[src/hdl/csw_defs.svh]
// Constants for the compact word-store and register exclusive-OR execute block
// What this block does
// - Every word store raises an address error when either of the two low address bits is set, before any write.
// - The short base-register store carries a 5-bit unsigned offset that is scaled by four.
// - The short base-register store appends two zero bits to the offset, zero-extends it and adds the base register.
// - The extended base-register store (prefix 11110, major 11011) builds a 16-bit offset from three fields, sign-extends it and adds the base.
// - The short stack store scales an 8-bit offset by four, zero-extends it, adds register 29 and stores the chosen source.
// - The extended stack store (prefix 11110, major 11010, bits 7..5 zero) sign-extends its 16-bit offset and adds the stack pointer.
// - The short return-address store decodes major 01100, function 010 in bits 10..8, an 8-bit offset in bits 7..0, and stores register 31.
// - The extended return-address store adds the prefix to major 01100 function 010 with bits 7..5 zero, sign-extends the offset onto the stack pointer and stores register 31.
// - Each store translates its address as a data store, gets a physical address and cache attribute, and flips physical bit 2 in reversed byte order.
// - The byte select is virtual bits 2..0 with bit 2 flipped on a high-first core; the source shifts left by eight times it and a word store issues.
// - Base and stack stores can report refill, invalid, modified, bus error and address error.
// - Return-address stores report refill, invalid, modified and address error, never a bus error.
// - The register exclusive-OR decodes group 11101 function 01110 and writes the XOR of both registers into the first one.
`ifndef CSW_DEFS_SVH
`define CSW_DEFS_SVH
`define CSW_XLEN 64
`define CSW_PAW 32
`define CSW_OP_EXTEND 5'h1e
`define CSW_OP_SW 5'h1b
`define CSW_OP_STACK_STORE_OP 5'h1a
`define CSW_OP_I8 5'h0c
`define CSW_OP_RR 5'h1d
`define CSW_FN_RETURN_ADDR_STACK_STORE_FN 3'h2
`define CSW_FN_XOR 5'h0e
`define CSW_GPR_SP 5'h1d
`define CSW_GPR_RA 5'h1f
`define CSW_XLAT_LOW 5'h10
`define CSW_LANE_FLIP 3'h4
`define CSW_ALIGNED 2'h0
`define CSW_ZERO3 3'h0
`endif

[src/hdl/csw_pkg.sv]
// Types shared by the compact word-store execute block
`default_nettype none
package csw_pkg;
  typedef enum logic [2:0] {
    CSW_EXC_NONE,
    CSW_EXC_ADDR,
    CSW_EXC_TLB_REFILL,
    CSW_EXC_TLB_INVALID,
    CSW_EXC_TLB_MODIFIED,
    CSW_EXC_BUS
  } csw_exc_t;
  typedef enum logic [1:0] {
    CSW_KIND_NONE,
    CSW_KIND_STORE,
    CSW_KIND_XOR
  } csw_kind_t;
  typedef enum logic [2:0] {
    CSW_ST_IDLE,
    CSW_ST_READ,
    CSW_ST_ADDR,
    CSW_ST_XLAT,
    CSW_ST_STORE
  } csw_state_t;
endpackage : csw_pkg
`default_nettype wire

[src/hdl/csw_dec.sv]
// Instruction decoder for the word-store forms and register exclusive-OR
`timescale 1ns/1ns
`default_nettype none
`include "csw_defs.svh"
module csw_dec
  import csw_pkg::*;
(
  input wire logic [31:0] i_instr,
  input wire logic i_ext,
  output csw_kind_t o_kind,
  output logic [4:0] o_base,
  output logic [4:0] o_src,
  output logic [63:0] o_offset,
  output logic o_ra_form
);
  // Three-bit register field to full register number
  function automatic logic [4:0] csw_xlat(input logic [2:0] r);
    csw_xlat = (r[2:1] == 2'h0) ? (`CSW_XLAT_LOW | {4'h0, r[0]}) : {2'h0, r};
  endfunction : csw_xlat

  logic [4:0] op;
  logic [15:0] off16;
  logic pre_ok;
  assign op = i_instr[15:11];
  assign off16 = {i_instr[20:16], i_instr[26:21], i_instr[4:0]};
  assign pre_ok = i_instr[31:27] == `CSW_OP_EXTEND;

  // Form selection; an unknown or ill-formed pattern decodes to none
  always_comb begin
    o_kind = CSW_KIND_NONE;
    o_base = csw_xlat(i_instr[10:8]);
    o_src = csw_xlat(i_instr[7:5]);
    o_offset = 64'h0000_0000_0000_0000;
    o_ra_form = 1'b0;
    if (i_ext && !pre_ok) begin
      o_kind = CSW_KIND_NONE;
    end else if (op == `CSW_OP_SW) begin
      o_kind = CSW_KIND_STORE;
      o_offset = i_ext ? {{48{off16[15]}}, off16}
                       : {57'h0, i_instr[4:0], 2'h0};
    end else if (op == `CSW_OP_STACK_STORE_OP && (!i_ext || i_instr[7:5] == `CSW_ZERO3)) begin
      o_kind = CSW_KIND_STORE;
      o_base = `CSW_GPR_SP;
      o_src = csw_xlat(i_instr[10:8]);
      o_offset = i_ext ? {{48{off16[15]}}, off16} : {54'h0, i_instr[7:0], 2'h0};
    end else if (op == `CSW_OP_I8 && i_instr[10:8] == `CSW_FN_RETURN_ADDR_STACK_STORE_FN
                 && (!i_ext || i_instr[7:5] == `CSW_ZERO3)) begin
      o_kind = CSW_KIND_STORE;
      o_base = `CSW_GPR_SP;
      o_src = `CSW_GPR_RA;
      o_ra_form = 1'b1;
      o_offset = i_ext ? {{48{off16[15]}}, off16} : {54'h0, i_instr[7:0], 2'h0};
    end else if (!i_ext && op == `CSW_OP_RR && i_instr[4:0] == `CSW_FN_XOR) begin
      o_kind = CSW_KIND_XOR;
    end
  end
endmodule : csw_dec
`default_nettype wire

[src/hdl/csw_lane.sv]
// Effective address, alignment check and store lane placement
`timescale 1ns/1ns
`default_nettype none
`include "csw_defs.svh"
module csw_lane (
  input wire logic [63:0] i_base,
  input wire logic [63:0] i_offset,
  input wire logic [63:0] i_src,
  input wire logic i_high_first,
  output logic [63:0] o_vaddr,
  output logic o_misaligned,
  output logic [63:0] o_data
);
  logic [2:0] bytesel;
  // Wraps modulo two to the sixty-four, as address arithmetic should
  assign o_vaddr = i_base + i_offset;
  assign o_misaligned = o_vaddr[1:0] != `CSW_ALIGNED;
  // Lane select and shift into the doubleword
  assign bytesel = o_vaddr[2:0] ^ (i_high_first ? `CSW_LANE_FLIP : 3'h0);
  assign o_data = i_src << {bytesel, 3'h0};
endmodule : csw_lane
`default_nettype wire

[src/hdl/csw_exec.sv]
// Execute sequencer for compact word stores and register exclusive-OR
`timescale 1ns/1ns
`default_nettype none
`include "csw_defs.svh"
module csw_exec
  import csw_pkg::*;
(
  input wire logic i_clk,
  input wire logic i_rstn,
  input wire logic i_instr_valid,
  input wire logic [31:0] i_instr,
  input wire logic i_instr_ext,
  input wire logic i_reversed_byte_order_flag,
  input wire logic i_core_high_first_order_flag,
  input wire logic [63:0] i_rf_rdata_a,
  input wire logic [63:0] i_rf_rdata_b,
  input wire logic i_xlat_done,
  input wire logic [31:0] i_xlat_paddr,
  input wire logic [2:0] i_xlat_cache_attribute,
  input wire logic i_xlat_refill,
  input wire logic i_xlat_invalid,
  input wire logic i_xlat_modified,
  input wire logic i_mem_ack,
  input wire logic i_mem_bus_err,
  output logic o_ready,
  output logic [4:0] o_rf_raddr_a,
  output logic [4:0] o_rf_raddr_b,
  output logic o_rf_we,
  output logic [4:0] o_rf_waddr,
  output logic [63:0] o_rf_wdata,
  output logic o_xlat_req,
  output logic [63:0] o_xlat_vaddr,
  output logic o_mem_req,
  output logic [31:0] o_mem_paddr,
  output logic [63:0] o_mem_vaddr,
  output logic [63:0] o_mem_data,
  output logic [2:0] o_mem_cache_attribute,
  output logic o_exc_valid,
  output csw_exc_t o_exc_code,
  output logic o_done
);
  csw_state_t state_reg;
  csw_kind_t dec_kind;
  logic [4:0] dec_base;
  logic [4:0] dec_src;
  logic [63:0] dec_offset;
  logic dec_ra_form;

  csw_kind_t kind_reg;
  logic ra_form_reg;
  logic [63:0] offset_reg;
  logic [63:0] opa_reg;
  logic [63:0] opb_reg;
  logic [63:0] store_data_reg;

  logic [63:0] lane_vaddr;
  logic lane_misaligned;
  logic [63:0] lane_data;

  logic ready_reg;
  logic [4:0] raddr_a_reg;
  logic [4:0] raddr_b_reg;
  logic rf_we_reg;
  logic [4:0] rf_waddr_reg;
  logic [63:0] rf_wdata_reg;
  logic xlat_req_reg;
  logic [63:0] xlat_vaddr_reg;
  logic mem_req_reg;
  logic [31:0] mem_paddr_reg;
  logic [63:0] mem_data_reg;
  logic [2:0] mem_cca_reg;
  logic exc_valid_reg;
  csw_exc_t exc_code_reg;
  logic done_reg;

  logic accept;
  logic xlat_fault;
  csw_exc_t xlat_code;
  logic bus_fault;

  // Handshake and fault terms
  assign accept = (state_reg == CSW_ST_IDLE) && i_instr_valid;
  assign xlat_fault = i_xlat_refill || i_xlat_invalid || i_xlat_modified;
  // Return-address stores never surface a bus error
  assign bus_fault = i_mem_bus_err && !ra_form_reg;

  // Translation fault priority: refill, then invalid, then modified
  always_comb begin
    xlat_code = CSW_EXC_NONE;
    if (i_xlat_refill) begin
      xlat_code = CSW_EXC_TLB_REFILL;
    end else if (i_xlat_invalid) begin
      xlat_code = CSW_EXC_TLB_INVALID;
    end else if (i_xlat_modified) begin
      xlat_code = CSW_EXC_TLB_MODIFIED;
    end
  end

  // Decoder looks at the raw instruction in the accept cycle
  csw_dec u_dec (
    .i_instr(i_instr),
    .i_ext(i_instr_ext),
    .o_kind(dec_kind),
    .o_base(dec_base),
    .o_src(dec_src),
    .o_offset(dec_offset),
    .o_ra_form(dec_ra_form)
  );

  // Address and lane unit works from the captured operands
  csw_lane u_lane (
    .i_base(opa_reg),
    .i_offset(offset_reg),
    .i_src(opb_reg),
    .i_high_first(i_core_high_first_order_flag),
    .o_vaddr(lane_vaddr),
    .o_misaligned(lane_misaligned),
    .o_data(lane_data)
  );

  // Sequencer state
  always_ff @(posedge i_clk) begin
    if (!i_rstn) begin
      state_reg <= CSW_ST_IDLE;
    end else begin
      case (state_reg)
        CSW_ST_IDLE: begin
          if (i_instr_valid) begin
            state_reg <= CSW_ST_READ;
          end
        end
        CSW_ST_READ: begin
          state_reg <= CSW_ST_ADDR;
        end
        CSW_ST_ADDR: begin
          // Misaligned stores stop here, before translation
          if (kind_reg == CSW_KIND_STORE && !lane_misaligned) begin
            state_reg <= CSW_ST_XLAT;
          end else begin
            state_reg <= CSW_ST_IDLE;
          end
        end
        CSW_ST_XLAT: begin
          if (i_xlat_done) begin
            state_reg <= xlat_fault ? CSW_ST_IDLE : CSW_ST_STORE;
          end
        end
        CSW_ST_STORE: begin
          if (i_mem_ack) begin
            state_reg <= CSW_ST_IDLE;
          end
        end
        default: begin
          state_reg <= CSW_ST_IDLE;
        end
      endcase
    end
  end

  // Captured decode results
  always_ff @(posedge i_clk) begin
    if (!i_rstn) begin
      kind_reg <= CSW_KIND_NONE;
      ra_form_reg <= 1'b0;
      offset_reg <= 64'h0000_0000_0000_0000;
    end else if (accept) begin
      kind_reg <= dec_kind;
      ra_form_reg <= dec_ra_form;
      offset_reg <= dec_offset;
    end
  end

  // Register file read ports; data is expected in the read cycle
  always_ff @(posedge i_clk) begin
    if (!i_rstn) begin
      raddr_a_reg <= 5'h00;
      raddr_b_reg <= 5'h00;
      opa_reg <= 64'h0000_0000_0000_0000;
      opb_reg <= 64'h0000_0000_0000_0000;
    end else if (accept) begin
      raddr_a_reg <= dec_base;
      raddr_b_reg <= dec_src;
    end else if (state_reg == CSW_ST_READ) begin
      opa_reg <= i_rf_rdata_a;
      opb_reg <= i_rf_rdata_b;
    end
  end

  // Ready drops at accept and returns the cycle after the done or exception pulse
  always_ff @(posedge i_clk) begin
    if (!i_rstn) begin
      ready_reg <= 1'b1;
    end else if (accept) begin
      ready_reg <= 1'b0;
    end else if (done_reg || exc_valid_reg) begin
      ready_reg <= 1'b1;
    end
  end

  // Exclusive-OR write-back; never restricted, never faults
  always_ff @(posedge i_clk) begin
    if (!i_rstn) begin
      rf_we_reg <= 1'b0;
      rf_waddr_reg <= 5'h00;
      rf_wdata_reg <= 64'h0000_0000_0000_0000;
    end else begin
      rf_we_reg <= (state_reg == CSW_ST_ADDR) && (kind_reg == CSW_KIND_XOR);
      if (state_reg == CSW_ST_ADDR && kind_reg == CSW_KIND_XOR) begin
        rf_waddr_reg <= raddr_a_reg;
        rf_wdata_reg <= opa_reg ^ opb_reg;
      end
    end
  end

  // Data-store translation request, held until the answer
  always_ff @(posedge i_clk) begin
    if (!i_rstn) begin
      xlat_req_reg <= 1'b0;
      xlat_vaddr_reg <= 64'h0000_0000_0000_0000;
      store_data_reg <= 64'h0000_0000_0000_0000;
    end else if (state_reg == CSW_ST_ADDR) begin
      xlat_req_reg <= (kind_reg == CSW_KIND_STORE) && !lane_misaligned;
      xlat_vaddr_reg <= lane_vaddr;
      store_data_reg <= lane_data;
    end else if (state_reg == CSW_ST_XLAT && i_xlat_done) begin
      xlat_req_reg <= 1'b0;
    end
  end

  // Word store to memory; only a clean translation opens it
  always_ff @(posedge i_clk) begin
    if (!i_rstn) begin
      mem_req_reg <= 1'b0;
      mem_paddr_reg <= 32'h0000_0000;
      mem_data_reg <= 64'h0000_0000_0000_0000;
      mem_cca_reg <= 3'h0;
    end else if (state_reg == CSW_ST_XLAT && i_xlat_done) begin
      mem_req_reg <= !xlat_fault;
      // Reversed byte order flips physical bit 2 only
      mem_paddr_reg <= {i_xlat_paddr[31:3],
                        i_xlat_paddr[2] ^ i_reversed_byte_order_flag,
                        i_xlat_paddr[1:0]};
      mem_cca_reg <= i_xlat_cache_attribute;
      mem_data_reg <= store_data_reg;
    end else if (state_reg == CSW_ST_STORE && i_mem_ack) begin
      mem_req_reg <= 1'b0;
    end
  end

  // Exception report, one pulse per faulting instruction
  always_ff @(posedge i_clk) begin
    if (!i_rstn) begin
      exc_valid_reg <= 1'b0;
      exc_code_reg <= CSW_EXC_NONE;
    end else begin
      exc_valid_reg <= 1'b0;
      if (state_reg == CSW_ST_ADDR && kind_reg == CSW_KIND_STORE && lane_misaligned) begin
        exc_valid_reg <= 1'b1;
        exc_code_reg <= CSW_EXC_ADDR;
      end else if (state_reg == CSW_ST_XLAT && i_xlat_done && xlat_fault) begin
        exc_valid_reg <= 1'b1;
        exc_code_reg <= xlat_code;
      end else if (state_reg == CSW_ST_STORE && i_mem_ack && bus_fault) begin
        // Bus error arrives with the ack, too late to suppress the write
        exc_valid_reg <= 1'b1;
        exc_code_reg <= CSW_EXC_BUS;
      end
    end
  end

  // Completion pulse for every instruction that ends without a fault
  always_ff @(posedge i_clk) begin
    if (!i_rstn) begin
      done_reg <= 1'b0;
    end else begin
      done_reg <= ((state_reg == CSW_ST_ADDR) && (kind_reg != CSW_KIND_STORE))
                  || ((state_reg == CSW_ST_STORE) && i_mem_ack && !bus_fault);
    end
  end

  // Ports straight from flops
  assign o_ready = ready_reg;
  assign o_rf_raddr_a = raddr_a_reg;
  assign o_rf_raddr_b = raddr_b_reg;
  assign o_rf_we = rf_we_reg;
  assign o_rf_waddr = rf_waddr_reg;
  assign o_rf_wdata = rf_wdata_reg;
  assign o_xlat_req = xlat_req_reg;
  assign o_xlat_vaddr = xlat_vaddr_reg;
  assign o_mem_req = mem_req_reg;
  assign o_mem_paddr = mem_paddr_reg;
  assign o_mem_vaddr = xlat_vaddr_reg;
  assign o_mem_data = mem_data_reg;
  assign o_mem_cache_attribute = mem_cca_reg;
  assign o_exc_valid = exc_valid_reg;
  assign o_exc_code = exc_code_reg;
  assign o_done = done_reg;
endmodule : csw_exec
`default_nettype wire

[config.mk]
export PLATFORM = sky130hd
export DESIGN_NAME = csw_exec
export DESIGN_NICKNAME = d
export VERILOG_FILES = /design/src/hdl/csw_pkg.sv /design/src/hdl/csw_dec.sv /design/src/hdl/csw_lane.sv /design/src/hdl/csw_exec.sv
export VERILOG_INCLUDE_DIRS = /design/src /design/src/hdl
export SDC_FILE = /design/constraint.sdc
export NUM_CORES = 1
export LEC_CHECK = 0
export ABC_CLOCK_PERIOD_IN_PS = 5300
export BUFFER_PORTS_ARGS = -buffer_cell sky130_fd_sc_hd__buf_2
export CORE_ASPECT_RATIO = 1.2
export CORE_UTILIZATION = 55
export CTS_CLUSTER_SIZE = 20
export DETAILED_ROUTE_END_ITERATION = 8
export PLACE_DENSITY = 0.78
export SYNTH_ARGS = -nofsm -noshare
export SYNTH_HDL_FRONTEND = slang
export SYNTH_SLANG_ARGS = --single-unit
[constraint.sdc]
create_clock -name i_clk -period 5.3 [get_ports i_clk]
set_clock_uncertainty 0.15 [all_clocks]
set_input_delay 1.06 -clock i_clk [delete_from_list [all_inputs] [get_ports i_clk]]
set_output_delay 1.06 -clock i_clk [all_outputs]
set_load 0.01 [all_outputs]
==> results.yml <==
cts:
  clkSlewWorstSetupHoldPaths_ps: 70
  cts_buffers: 45
  cts_tree: "built"
  clk_latency_ps: 570
  cts_resized: 0
  post_cts_buffers: 0
  ctsHoldBuffers: 0
  max-clock-path-buffers: 3
  htreeDepth: 2
  cts_root_buffer: "clkbuf_16"
  cts_sinks: 464
final_layout:
  regArea_um2: 9290
  multiInputGateArea_um2: 11800
  fill_cells: 3465
  syn_to_final_growth_pct: 17.1
  drive_gt1_share_pct: 21.0
  post_layout_nonfiller_instances: 3741
  fin_nets: 3446
floorplan:
  die_y_um: 223
  dieArea_um2: 41500
  row_count: 80
  start_util_pct: 56.0
  die_w_um: 186
  core_um2: 39900
  ioPinCount: 522
placement:
  place_hpwl_um: 59100
  dp_cells: 3661
  portBuffers: 521
  dp_slack_ps: 1260
  place_congestion: 0.959
worst_setup_path:
  r2r_start: "offset_reg[62]"
  path_common_cell: "a21oi_1"
  cp_data_arrival_time_ps: 4480
  crit_type: "flip-flop to flip-flop"
  crit_buf_inv: 0
  path_max_fanout: 33
  critical_path.top_delay_family: "compound AO/OA/AOI/OAI gates"
  max_stage_delay_ps: 890
  r2r_cells: 10
  start_kind: "flip-flop"
  reg2reg_slack_ps: 1170
  rr_endpoint: "o_mem_vaddr[51]"
  path_cells: "ha_1 -> a21oi_1 -> o21ai_0 -> a2111oi_0 -> o211ai_1 -> a21o_1 -> a21oi_1 -> xnor2_1 -> nand2_1 -> a21oi_1"
  crit_required_ps: 5650
  worst_path_max_delay_cell: "dfxtp_2"
  worstSetupEndpointType: "flip-flop"
grt:
  grt_pass1_wl_um: 117000
  grt_overflow: 0
  grt_pass1_vias: 20292
  antenna_found_initial: 1
  grt_start_max_net_pins: 179
  grt_usage_pct: 37.0
route:
  drc: 0
  vias_per_cell: 5.84
  wire_per_inst_um: 21.1
  dr_total_vias: 21829
  wl_um: 78900
  drt_iter0_markers: 1636
  drt_pre_antenna_iters: 5
  ant_nets: 0
timing:
  final_max_slew_viol_count: 0
  rsz0062_at_grt: "false"
  tightest_slew_ps: 1100
  min_period_ps: 4130
  final-hold-violation-count: 0
  fmax_mhz: 242
  whs_ps: 300
  finalSetupTns_ps: 0
  worst_slack_ps: 1170
  finalCritPeriodShare_pct: 77.9
  setup_viol: 0
  max_slew_margin_pct: 26.6
hold_path:
  whs_endpoint: "o_mem_data[4]"
  min_from: "store_data_reg[4]"
  hold_class: "flip-flop to flip-flop"
  min_path_cells: 2
power_and_ir_drop:
  ir_drop_mv: 0.246
  power.density_nw_per_um2: 300
  leakage_nw: 11.0
synth:
  synth_cells: 2845
  syn_avg_cell_area_um2: 7.87
  synth_edf_count: 0
  synth-seq-cells: 464
  ys_seq_area_share_pct: 41.5
  yosys.cell_types.count: 80
  async_flop_share_pct: 0
  synth_area_um2: 22400
  syn-num-nets: 3116
  synthFlopType: "dfxtp_1"
  yosysWarnings: 0
outcome:
  outcome: "finished clean"
job:
  cap_violations: 0
synth_stat cells, drive strengths merged (3+ instances only):
library cell  instances  area share (%)
o21a                  7            0.23
clkbuf              172             2.9
mux2                 21             1.1
nor2                231             3.9
o31ai                 5            0.17
xor2                 23            0.90
or2                   4            0.11
mux2i                41             1.8
nor3b                12            0.42
nand3                52             1.2
o21bai               15            0.50
nor2b                12            0.34
a22oi                24            0.81
o211ai               23            0.77
a21oi               416             9.3
dfxtp               464              42
nor4                  5            0.14
nand4                14            0.42
nand2b               13            0.36
ha                   63             3.5
a2bb2oi               3            0.12
buf                  84             2.7
and3                 14            0.40
o22ai                 5            0.14
or3                   5            0.16
o2bb2ai               4            0.16
o21ai                77             1.7
nand2               662              11
a21o                 36             1.2
xnor2                91             3.6
and2                  8            0.24
a211o                 3            0.12
mux4                  8            0.81
a221o                 3            0.13
a311oi               10            0.39
nor3                 39            0.89
inv                  21            0.35
a21boi                5            0.17
a31oi                15            0.42
a211oi              101             3.4
a41oi                 5            0.20
a2111oi               3            0.15
cells by family after synthesis:
| logic type | synth area share (%) |
|---|---|
| xor+xnor | 4.46 |
| buf+inv | 6.00 |
| simple gates | 20.0 |
| mux | 3.70 |
| flops | 41.5 |
| fa+ha+maj | 3.61 |
| compound gates | 20.8 |
how the worst max path moves through the flow:
stage | start | endpoint | slack, ps | depth (start not counted)
floorplan | offset_reg[62] | o_mem_vaddr[36] | 1470 | 12
global placement | offset_reg[62] | o_mem_vaddr[51] | 1260 | 10
detailed placement | offset_reg[62] | o_mem_vaddr[51] | 1260 | 10
CTS | offset_reg[62] | o_mem_vaddr[51] | 1210 | 10
global route | offset_reg[62] | o_mem_vaddr[51] | 1060 | 10
finish | offset_reg[62] | o_mem_vaddr[51] | 1170 | 10
stage by stage:
stage                     instance area (um^2)  power (mW)  utilization (%)
after global routing                     26200        8.10             65.6
after global placement                   24600        4.50             61.7
after detailed placement                 24600        4.51             61.7
after floorplan                          22400        4.21                -
final                                    26200        7.87             65.6
after CTS                                26200        7.88             65.6
cells in the final DEF, fill, tap and decap left out, types with 6 or more instances in the layout:
cell,n
a211oi_1,100
a21o_1,34
a21oi_1,415
a22oi_1,24
a311oi_1,10
a31oi_1,15
and3_1,12
buf_2,521
buf_4,18
bufinv_16,6
clkbuf_1,6
clkbuf_16,45
clkbuf_8,11
clkinv_2,7
dfxtp_1,463
ha_1,62
inv_1,20
mux2_2,21
mux2i_1,41
mux4_2,8
nand2_1,661
nand2b_1,13
nand3_1,51
nand4_1,13
nor2_1,229
nor2b_1,12
nor3_1,38
nor3b_1,10
o211ai_1,23
o21a_1,7
o21ai_0,76
o21bai_1,15
xnor2_1,91
xor2_1,22
layer usage:
| layer | global-route usage, % | wire length, um |
|---|---|---|
| met1 | 44.9 | 30800 |
| met2 | 62.9 | 38100 |
| met3 | 4.90 | 5590 |
| met4 | 19.8 | 4390 |
| met5 | 0 | 0 |
worst min-delay path, cell delays in order, from the launching register on:
cell     delay (ps)
dfxtp_1         310
nand2_1          50
a21oi_1          50
final cells by class:
class / instances / share of cell area [%]
Clock buffer: 62 / 4.96
Tap cell: 533 / 2.54
Timing Repair Buffer: 541 / 10.6
Antenna cell: 1 / 0.00955
Clock inverter: 17 / 0.993
Sequential cell: 464 / 35.4
Inverter: 21 / 0.329
Multi-Input combinational cell: 2102 / 45.1
report_power, final:
group          total (mW)  switching, mW  internal [mW]
clock                3.41           1.40           2.01
combinational       0.740          0.466          0.273
sequential           3.72          0.144           3.57
total                7.87           2.01           5.86
Note: power is estimated with default switching activity, not from simulation.
